===== src/design/sleep_sub_cfg.svh =====
// Constants for the power-down and subtract-from-literal execution logic
`ifndef SLEEP_SUB_CFG_SVH
`define SLEEP_SUB_CFG_SVH

// ---------------------------------------------------------------
// Instruction encodings
// ---------------------------------------------------------------
`define POWER_DOWN_WORD 16'h0003
`define SUBTRACT_FROM_LITERAL_HI 8'hb2
`define OPCODE_HI_MSB 15
`define OPCODE_HI_LSB 8
`define LITERAL_MSB 7
`define LITERAL_LSB 0

// ---------------------------------------------------------------
// Reset values
// ---------------------------------------------------------------
`define WORKING_REGISTER_RESET 8'h00
`define POWER_DOWN_FLAG_N_RESET 1'b1
`define TIMEOUT_FLAG_N_RESET 1'b1
`define ARITH_FLAGS_RESET 4'h0

`endif


===== src/design/sleep_sub_pkg.sv =====
// Types shared by the power-down and subtract-from-literal execution logic
package sleep_sub_pkg;

    // ---------------------------------------------------------------
    // Arithmetic status flags
    // ---------------------------------------------------------------
    typedef struct packed {
        logic overflow_flag;
        logic carry_flag;
        logic digit_carry_flag;
        logic zero_flag;
    } arith_flags_type;

    // ---------------------------------------------------------------
    // Core run state
    // ---------------------------------------------------------------
    typedef enum logic [0:0] {
        CORE_RUN,
        CORE_HALTED
    } core_state_type;

endpackage


===== src/design/literal_subtract_alu.sv =====
// Combinational literal-minus-working-register subtractor with flags
`timescale 1ns/100ps
`include "sleep_sub_cfg.svh"

module literal_subtract_alu
    import sleep_sub_pkg::*;
(
    input wire logic [7:0] literal_value, // Literal operand k
    input wire logic [7:0] subtrahend, // Current working register
    output logic [7:0] difference, // k minus working register
    output arith_flags_type flags // Resulting arithmetic flags
);

    // ---------------------------------------------------------------
    // Two's complement subtract
    // ---------------------------------------------------------------
    logic [8:0] full_sum;
    logic [4:0] nibble_sum;

    // Add the inverted operand plus one, so carry out means no borrow
    always_comb begin
        full_sum = {1'b0, literal_value} + {1'b0, ~subtrahend} + 9'h001;
        nibble_sum = {1'b0, literal_value[3:0]} + {1'b0, ~subtrahend[3:0]} + 5'h01;
        difference = full_sum[7:0];
        flags.carry_flag = full_sum[8];
        flags.digit_carry_flag = nibble_sum[4];
        // Signed overflow: operand signs differ and result sign leaves the literal's
        flags.overflow_flag = (literal_value[7] != subtrahend[7]) &&
                              (full_sum[7] != literal_value[7]);
        flags.zero_flag = (full_sum[7:0] == 8'h00);
    end

endmodule


===== src/design/sleep_and_literal_subtract_exec.sv =====
// Execution logic for the power-down and subtract-from-literal instructions
//
// Function
// - Executing power-down clears the active-low power-down flag to zero.
// - Executing power-down sets the active-low time-out flag to one.
// - Executing power-down resets the watchdog counter and its prescaler.
// - After power-down the core halts with its oscillator stopped until a wake-up event.
// - A wake-up caused by watchdog time-out clears the time-out flag.
// - Subtract-from-literal stores the literal minus the working register into the working register.
`timescale 1ns/100ps
`include "sleep_sub_cfg.svh"

module sleep_and_literal_subtract_exec
    import sleep_sub_pkg::*;
(
    input wire logic clk_sys, // Core clock, 10 MHz
    input wire logic reset, // Synchronous reset, active high
    input wire logic [15:0] instr_word, // Decoded instruction word
    input wire logic instr_valid, // Instruction word executes this cycle
    output logic instr_ready, // Core accepts instructions (not halted)
    input wire logic working_load, // Other instruction writes working register
    input wire logic [7:0] working_load_data, // Data for that write
    input wire logic watchdog_timeout, // Watchdog time-out pulse, same clock
    input wire logic wake_event, // Internal wake-up source, same clock
    input wire logic wake_pin_async, // External wake-up pin, asynchronous
    output logic [7:0] working_register, // Working register contents
    output arith_flags_type arith_flags, // Overflow, carry, digit-carry, zero
    output logic power_down_flag_n, // Power-down status, active low
    output logic timeout_flag_n, // Time-out status, active low
    output logic watchdog_clear, // One-cycle clear of watchdog and prescaler
    output logic core_halted, // Core is in the low-power halted state
    output logic oscillator_enable, // Oscillator runs when high
    output logic woke_by_watchdog // Last wake-up came from the watchdog
);

    // ---------------------------------------------------------------
    // Instruction decode
    // ---------------------------------------------------------------
    // Execute strobes, already qualified by ready
    logic exec_power_down;
    logic exec_subtract;
    logic [7:0] literal_value;

    // Only decode while running; a halted core sees no instructions
    always_comb begin
        exec_power_down = instr_valid && instr_ready && (instr_word == `POWER_DOWN_WORD);
        exec_subtract = instr_valid && instr_ready &&
                        (instr_word[`OPCODE_HI_MSB:`OPCODE_HI_LSB] == `SUBTRACT_FROM_LITERAL_HI);
        literal_value = instr_word[`LITERAL_MSB:`LITERAL_LSB];
    end

    // ---------------------------------------------------------------
    // Wake pin synchroniser
    // ---------------------------------------------------------------
    // Pin stages; only the second one is read by logic
    logic wake_meta_reg;
    logic wake_meta_next;
    logic wake_sync_reg;
    logic wake_sync_next;

    // First stage feeds only the second stage
    always_comb begin
        wake_meta_next = wake_pin_async;
        wake_sync_next = wake_meta_reg;
    end

    // Two flops against metastability on the pin
    always_ff @(posedge clk_sys) begin
        if (reset) begin
            wake_meta_reg <= 1'b0;
            wake_sync_reg <= 1'b0;
        end else begin
            wake_meta_reg <= wake_meta_next;
            wake_sync_reg <= wake_sync_next;
        end
    end

    // ---------------------------------------------------------------
    // Run/halt state and power status flags
    // ---------------------------------------------------------------
    core_state_type state_reg;
    core_state_type state_next;
    logic power_down_n_reg;
    logic power_down_n_next;
    logic timeout_n_reg;
    logic timeout_n_next;
    logic watchdog_clear_reg;
    logic watchdog_clear_next;
    logic woke_watchdog_reg;
    logic woke_watchdog_next;
    logic any_wake;

    // Any source ends the halt; the pin arrives two cycles late through the synchroniser
    always_comb begin
        any_wake = watchdog_timeout || wake_event || wake_sync_reg;
    end

    // Watchdog wake takes priority so its flag update is never missed
    always_comb begin
        state_next = state_reg;
        power_down_n_next = power_down_n_reg;
        timeout_n_next = timeout_n_reg;
        watchdog_clear_next = 1'b0;
        woke_watchdog_next = woke_watchdog_reg;
        case (state_reg)
            CORE_RUN: begin
                if (exec_power_down) begin
                    power_down_n_next = 1'b0;
                    timeout_n_next = 1'b1;
                    watchdog_clear_next = 1'b1;
                    woke_watchdog_next = 1'b0;
                    state_next = CORE_HALTED;
                end
            end
            CORE_HALTED: begin
                // Wake leaves the power-down flag low; only reset raises it
                if (any_wake) begin
                    state_next = CORE_RUN;
                    if (watchdog_timeout) begin
                        timeout_n_next = 1'b0;
                        woke_watchdog_next = 1'b1;
                    end
                end
            end
            default: begin
                state_next = CORE_RUN;
            end
        endcase
    end

    // Power-on values: both active-low status flags read one
    always_ff @(posedge clk_sys) begin
        if (reset) begin
            state_reg <= CORE_RUN;
            power_down_n_reg <= `POWER_DOWN_FLAG_N_RESET;
            timeout_n_reg <= `TIMEOUT_FLAG_N_RESET;
            watchdog_clear_reg <= 1'b0;
            woke_watchdog_reg <= 1'b0;
        end else begin
            state_reg <= state_next;
            power_down_n_reg <= power_down_n_next;
            timeout_n_reg <= timeout_n_next;
            watchdog_clear_reg <= watchdog_clear_next;
            woke_watchdog_reg <= woke_watchdog_next;
        end
    end

    // ---------------------------------------------------------------
    // Subtract datapath
    // ---------------------------------------------------------------
    // Working register state, declared ahead of the subtractor that reads it
    logic [7:0] working_value_reg;
    logic [7:0] working_value_next;
    arith_flags_type flags_reg;
    arith_flags_type flags_next;
    logic [7:0] difference;
    arith_flags_type alu_flags;

    // Subtractor is purely combinational; the result lands at the next edge
    literal_subtract_alu alu (
        .literal_value(literal_value),
        .subtrahend(working_value_reg),
        .difference(difference),
        .flags(alu_flags)
    );

    // ---------------------------------------------------------------
    // Working register load qualification
    // ---------------------------------------------------------------
    logic load_accept;

    // A halted core refuses loads, and a subtract in the same cycle wins
    always_comb begin
        load_accept = working_load && instr_ready && !exec_subtract;
    end

    // ---------------------------------------------------------------
    // Working register and arithmetic flags
    // ---------------------------------------------------------------
    // Plain loads leave the arithmetic flags alone
    always_comb begin
        working_value_next = working_value_reg;
        flags_next = flags_reg;
        if (exec_subtract) begin
            working_value_next = difference;
            flags_next = alu_flags;
        end else if (load_accept) begin
            working_value_next = working_load_data;
        end
    end

    // Halted core keeps its state because nothing executes
    always_ff @(posedge clk_sys) begin
        if (reset) begin
            working_value_reg <= `WORKING_REGISTER_RESET;
            flags_reg <= `ARITH_FLAGS_RESET;
        end else begin
            working_value_reg <= working_value_next;
            flags_reg <= flags_next;
        end
    end

    // ---------------------------------------------------------------
    // Outputs
    // ---------------------------------------------------------------
    // Oscillator gating follows the halt state directly, so it stops at the next edge
    always_comb begin
        instr_ready = (state_reg == CORE_RUN);
        core_halted = (state_reg == CORE_HALTED);
        oscillator_enable = (state_reg == CORE_RUN);
    end

    // Status and data outputs are straight flop copies, free of decode glitches
    always_comb begin
        working_register = working_value_reg;
        arith_flags = flags_reg;
        power_down_flag_n = power_down_n_reg;
        timeout_flag_n = timeout_n_reg;
        watchdog_clear = watchdog_clear_reg;
        woke_by_watchdog = woke_watchdog_reg;
    end

endmodule


===== config.mk =====
export PLATFORM = sky130hd
export DESIGN_NAME = sleep_and_literal_subtract_exec
export DESIGN_NICKNAME = d
export VERILOG_FILES = /design/src/design/sleep_sub_pkg.sv /design/src/design/literal_subtract_alu.sv /design/src/design/sleep_and_literal_subtract_exec.sv
export VERILOG_INCLUDE_DIRS = /design/src /design/src/design
export SDC_FILE = /design/constraint.sdc
export NUM_CORES = 1
export LEC_CHECK = 0
export BUFFER_PORTS_ARGS = -buffer_cell sky130_fd_sc_hd__buf_2
export CAP_MARGIN = 5
export CORE_MARGIN = 2
export CORE_UTILIZATION = 53
export DETAILED_ROUTE_END_ITERATION = 7
export PLACE_DENSITY = 0.93
export SKIP_LAST_GASP = 1
export SYNTH_ARGS = -nofsm -noshare
export SYNTH_HDL_FRONTEND = slang
export SYNTH_HIERARCHICAL = 1
export SYNTH_SLANG_ARGS = --single-unit

===== constraint.sdc =====
create_clock -name clk_sys -period 4.6 [get_ports clk_sys]
set_input_delay 1.15 -clock clk_sys [delete_from_list [all_inputs] [get_ports clk_sys]]
set_output_delay 1.15 -clock clk_sys [all_outputs]
set_load 0.005 [all_outputs]

Word-level counts from Yosys, hierarchy flattened
Cells that the tools add are included.
{ "op_classes": {"muxes": 13, "n_bitwise": 3, "n_reduce_logical": 14, "n_eq_ne": 7, "addsub": 4} }
{ "ops": {"columns": ["operator", "n"], "rows": [
  ["$eq A16 B2 Y1 const B", 1],
  ["$mux W8", 2],
  ["$add A8 B8 Y9", 1],
  ["$add A9 B1 Y9 const B", 1],
  ["$eq A8 B8 Y1 const B", 1],
  ["$logic_not A8 Y1", 1],
  ["$mux W1", 8],
  ["$not A8 Y8", 1],
  ["$logic_and A1 B1 Y1", 6],
  ["$pmux W1 S2", 3],
  ["$add A4 B4 Y5", 1],
  ["$add A5 B1 Y5 const B", 1],
  ["$ne A2 B1 Y1 const B", 2],
  ["$not A4 Y4", 1],
  ["$reduce_and A3 Y1", 1],
  ["$logic_or A1 B1 Y1", 2],
  ["$ne A1 B1 Y1", 2],
  ["$ne A2 B2 Y1 const B", 1],
  ["$reduce_and A2 Y1", 1],
  ["$reduce_bool A2 Y1", 1],
  ["$reduce_or A2 Y1", 1],
  ["$logic_not A1 Y1", 1],
  ["$not A1 Y1", 1]
]} }
{ "totals": {"elab_cells": 53, "regBits": 19, "input_bits": 31} }

Logic depth before layout (Yosys ltp)
{ "logic_depth": {"depth_word": 7, "ltp_mapped": 10} }

Modules after synthesis
The synthesis kept the hierarchy.
{ "modules_own_cells": {"columns": ["module", "area_each_um2", "instances", "seq_area_each_um2", "cells_each"], "rows": [
  ["sleep_and_literal_subtract_exec", 1026.0, 1, 380.4, 93],
  ["literal_subtract_alu", 405.4, 1, 0.0, 54]
]} }

Least setup slack after synthesis
OpenSTA, ideal clock, no wires.
{ "synth_path": {"kind": "input to register", "startpoint": "input port instr_word[0]", "endpoint": "register flags_reg (netlist bit arith_flags[0])", "setup_time_ns": 0.073, "arrival_ns": 2.767, "cell_stages": 10, "required_ns": 4.527, "path_slack_ns": 1.761, "cell_sequence": "inv_1 > ha_1 > fa_1 > nor2b_4 > o31a_1 > o31a_1 > a21oi_2 > nor4_2 > nand4_1 > a21oi_1"} }
{ "synth_lines": {"columns": ["element", "line_no", "rtl"], "rows": [
  ["start, declared", "sleep_and_literal_subtract_exec.sv:18", "input wire logic [15:0] instr_word,"],
  ["end signal, assigned", "sleep_and_literal_subtract_exec.sv:196", "flags_reg <= `ARITH_FLAGS_RESET;"],
  ["end signal, assigned", "sleep_and_literal_subtract_exec.sv:199", "flags_reg <= flags_next;"],
  ["end, declared", "sleep_and_literal_subtract_exec.sv:154", "arith_flags_type flags_reg;"]
]} }

==> run metrics <==
final net count 233; FF-to-FF End arith_flags[0]; post-synthesis adder-cell area fraction 8.39%; proportion of synthesized chip area in sequential cells 26.6%; Vias per Instance 6.05; multiplexer fraction of the synthesized cell area 5.59%; initial standard-cell utilization of the core 56.7%; Worst-Margin Slew 0.844 ns; count of input and output buffers 49; buffer levels on the longest clock path 2; tightest slew margin relative to the limit 43.6%; Clk Latency, worst-skew pair 0.31 ns; mapped cell area 1430 sq um; deepest level of the CTS H-tree 1; HPWL after detailed placement 2910 microns; wire length of the first global-routing pass 5710 microns; peak per-stage delay on the critical path 0.45 ns; number of setup buffers added after CTS 0; most frequent standard cell in the layout excluding fill and tap cells buf_2; largest net degree at the start of global routing 20; core region area 2520 sq um; via count of the first global-routing pass 1273; status finished clean; DRC 0; final routed wire length divided by cell count 15.6 microns; Yosys cell types 45; Resized Gates After CTS 0; total number of clock tree sinks 19; Final Cycle Share 61.4%; unrepaired setup endpoints after global routing no; length of the first detailed-routing pass in iterations 4; clock transition at the registers of the reported paths 0.11 ns; Crit. path cell count 11; share of the synthesized area in the top cell type 26.6%; dominant combinational cell family by area after synthesis simple AND/OR/NAND/NOR gates; Gate power share 30.5%; power share of the sequential group 45.9%; total number of yosys warnings 6; total of hold buffers inserted after clock tree synthesis 0; top post-synthesis cells by area dfxtp_1, a211oi_2, ha_1; timing endpoint of the critical path arith_flags[0]; setup TNS 0 ns; max-cap violation count 0; nature of the critical path endpoint flip-flop; Crit-path slowest cell fa_1; Root Buffer Master clkbuf_4; area of the die 3130 sq um; type of the most critical hold path reg2reg; leakage power 0.687 nW; WP data arrival 3.08 ns; clock network fraction of design power 23.6%; buffering stage count on the worst path with inverters included 2; compound-gate portion of the synthesized area 21.7%; leading cell types in the layout, fill and taps excluded buf_2, dfxtp_1, inv_1; worst-case register-to-register setup slack 2.40 ns; startpoint of the worst register-to-register path working_register[0]; internal power 0.251 mW; initial drt markers 46; synthesis-to-layout area growth 18.2%; startpoint-to-endpoint class of the critical path in2reg; xor and xnor area share after synthesis 2.45%; FMAX 354 MHz; Pwr Density 224 nW/um^2; Syn Nets 187; Yosys reg bits 19; largest clock skew in the final design 0.00521 ns; Final min period 2.83 ns; type of origin of the critical path primary input; I/O pin count 50; Post-Syn Area per Cell 9.74 sq um; fin cells 222; switching portion of total power 33.6%; worst setup path startpoint instr_word[0]; total clock buffers created by CTS 3; std cell rows 18; flip-flop count of the largest register after layout 8; DIE HEIGHT 56.0 microns; routability congestion estimate from global placement 0.970; x dimension of the die 56.0 microns; maximum fanout along the worst path 4; net switching power of the design 0.127 mW; ANT cells 0; residual overflow from global routing 0; placed instance count 218; initial antenna violation count 0; Reg2Reg Depth 9; final max-slew violation count 0; overall via count from detail_route 1343; Hold Fails Final Rpt 0; CP delay by family, top adder cells; gate count of the mapped netlist 147; layout cells sized above 1 41.1%; clock tree from TritonCTS done; required time of the critical path 4.85 ns; post-synth top area cell dfxtp_1; peak supply drop 0.168 mV; overall routing resource usage 23.0%; cell breakdown of the critical path buf_2 > inv_1 > ha_1 > fa_1 > nor2b_4 > o31a_1 > o31a_1 > a21oi_2 > nor4_2 > nand4_1 > a21oi_1; post-synthesis share of cell area spent on and, or, nand and nor gates 28.7%; final setup violating endpoints 0; wire length after detailed routing 3470 microns; Worst path most repeated cell o31a_1; total of fill cells in the finished design 194; number of routed nets with antenna violations 0
synth_stat cells, drive strengths merged:
cell / number
a21oi: 8
or4b: 1
or4: 1
a31oi: 1
buf: 5
ha: 8
dfxtp: 19
nor2: 8
o22a: 1
mux2i: 8
nor3b: 1
nor4: 11
nand3b: 1
nand2: 4
o31ai: 6
o31a: 3
nor3: 2
clkbuf: 3
o221ai: 1
inv: 12
fa: 1
xor2: 2
o211a: 1
and4: 1
o21ai: 4
nand3: 2
a211oi: 8
or2: 1
xnor2: 2
nor4b: 4
o21a: 4
nor2b: 5
nand2b: 3
nand4: 5
per-stage QoR:
stage | hold slack [ns] | power, mW | cell area, sq um | setup slack, ns | utilization (%)
CTS | 0.456 | 0.375 | 1690 | 1.77 | 67.1
detailed placement | 0.430 | 0.291 | 1660 | 1.48 | 66.0
finish | 0.453 | 0.378 | 1690 | 1.77 | 67.1
global route | 0.483 | 0.396 | 1690 | 1.67 | 67.1
floorplan | 0.414 | 0.256 | 1430 | 1.76 | -
global placement | 0.420 | 0.286 | 1660 | 1.60 | 66.0
final cells by class:
type	count	area, sq um	area share (%)
flip-flops and latches	19	380	22.5
well taps	30	37.5	2.22
clock buffers	3	22.5	1.33
repair buffers	49	245	14.5
multi-input cells	108	956	56.5
clock inverters	1	5.00	0.296
inverters	12	45.0	2.66
worst min-delay path by stage:
stage / start / to / slack (ns) / depth (start not counted)
floorplan: wake_meta_reg / wake_sync_reg / 0.41 / 1
global placement: wake_meta_reg / wake_sync_reg / 0.42 / 1
detailed placement: wake_meta_reg / wake_sync_reg / 0.43 / 1
CTS: wake_meta_reg / wake_sync_reg / 0.46 / 1
global route: wake_meta_reg / wake_sync_reg / 0.48 / 1
finish: wake_meta_reg / wake_sync_reg / 0.45 / 1
cell families (layout without fill, tap and decap cells):
| family | count (synthesis) | in the layout |
|---|---|---|
| buf+inv | 20 | 65 |
| flops | 19 | 19 |
| xor+xnor | 4 | 4 |
| simple gates | 50 | 50 |
| compound gates | 37 | 37 |
| mux | 8 | 8 |
| fa+ha+maj | 9 | 9 |
layer usage:
metal / vias to the layer above / track usage [%] / wire length, microns
li1: 641 / - / -
met1: 633 / 27.9 / 1410
met2: 64 / 40.5 / 1760
met3: 5 / 2.33 / 244
met4: 0 / 10.2 / 56
met5: - / 0 / 0
power groups by stage:
stage               Sequential [mW]  Clock, mW  Combinational, mW
floorplan                     0.177          0             0.0796
global placement              0.177          0              0.109
detailed placement            0.177          0              0.114
CTS                           0.174     0.0864              0.115
global route                  0.174     0.0959              0.125
finish                        0.174     0.0892              0.116
(Power assumes the default switching activity.)
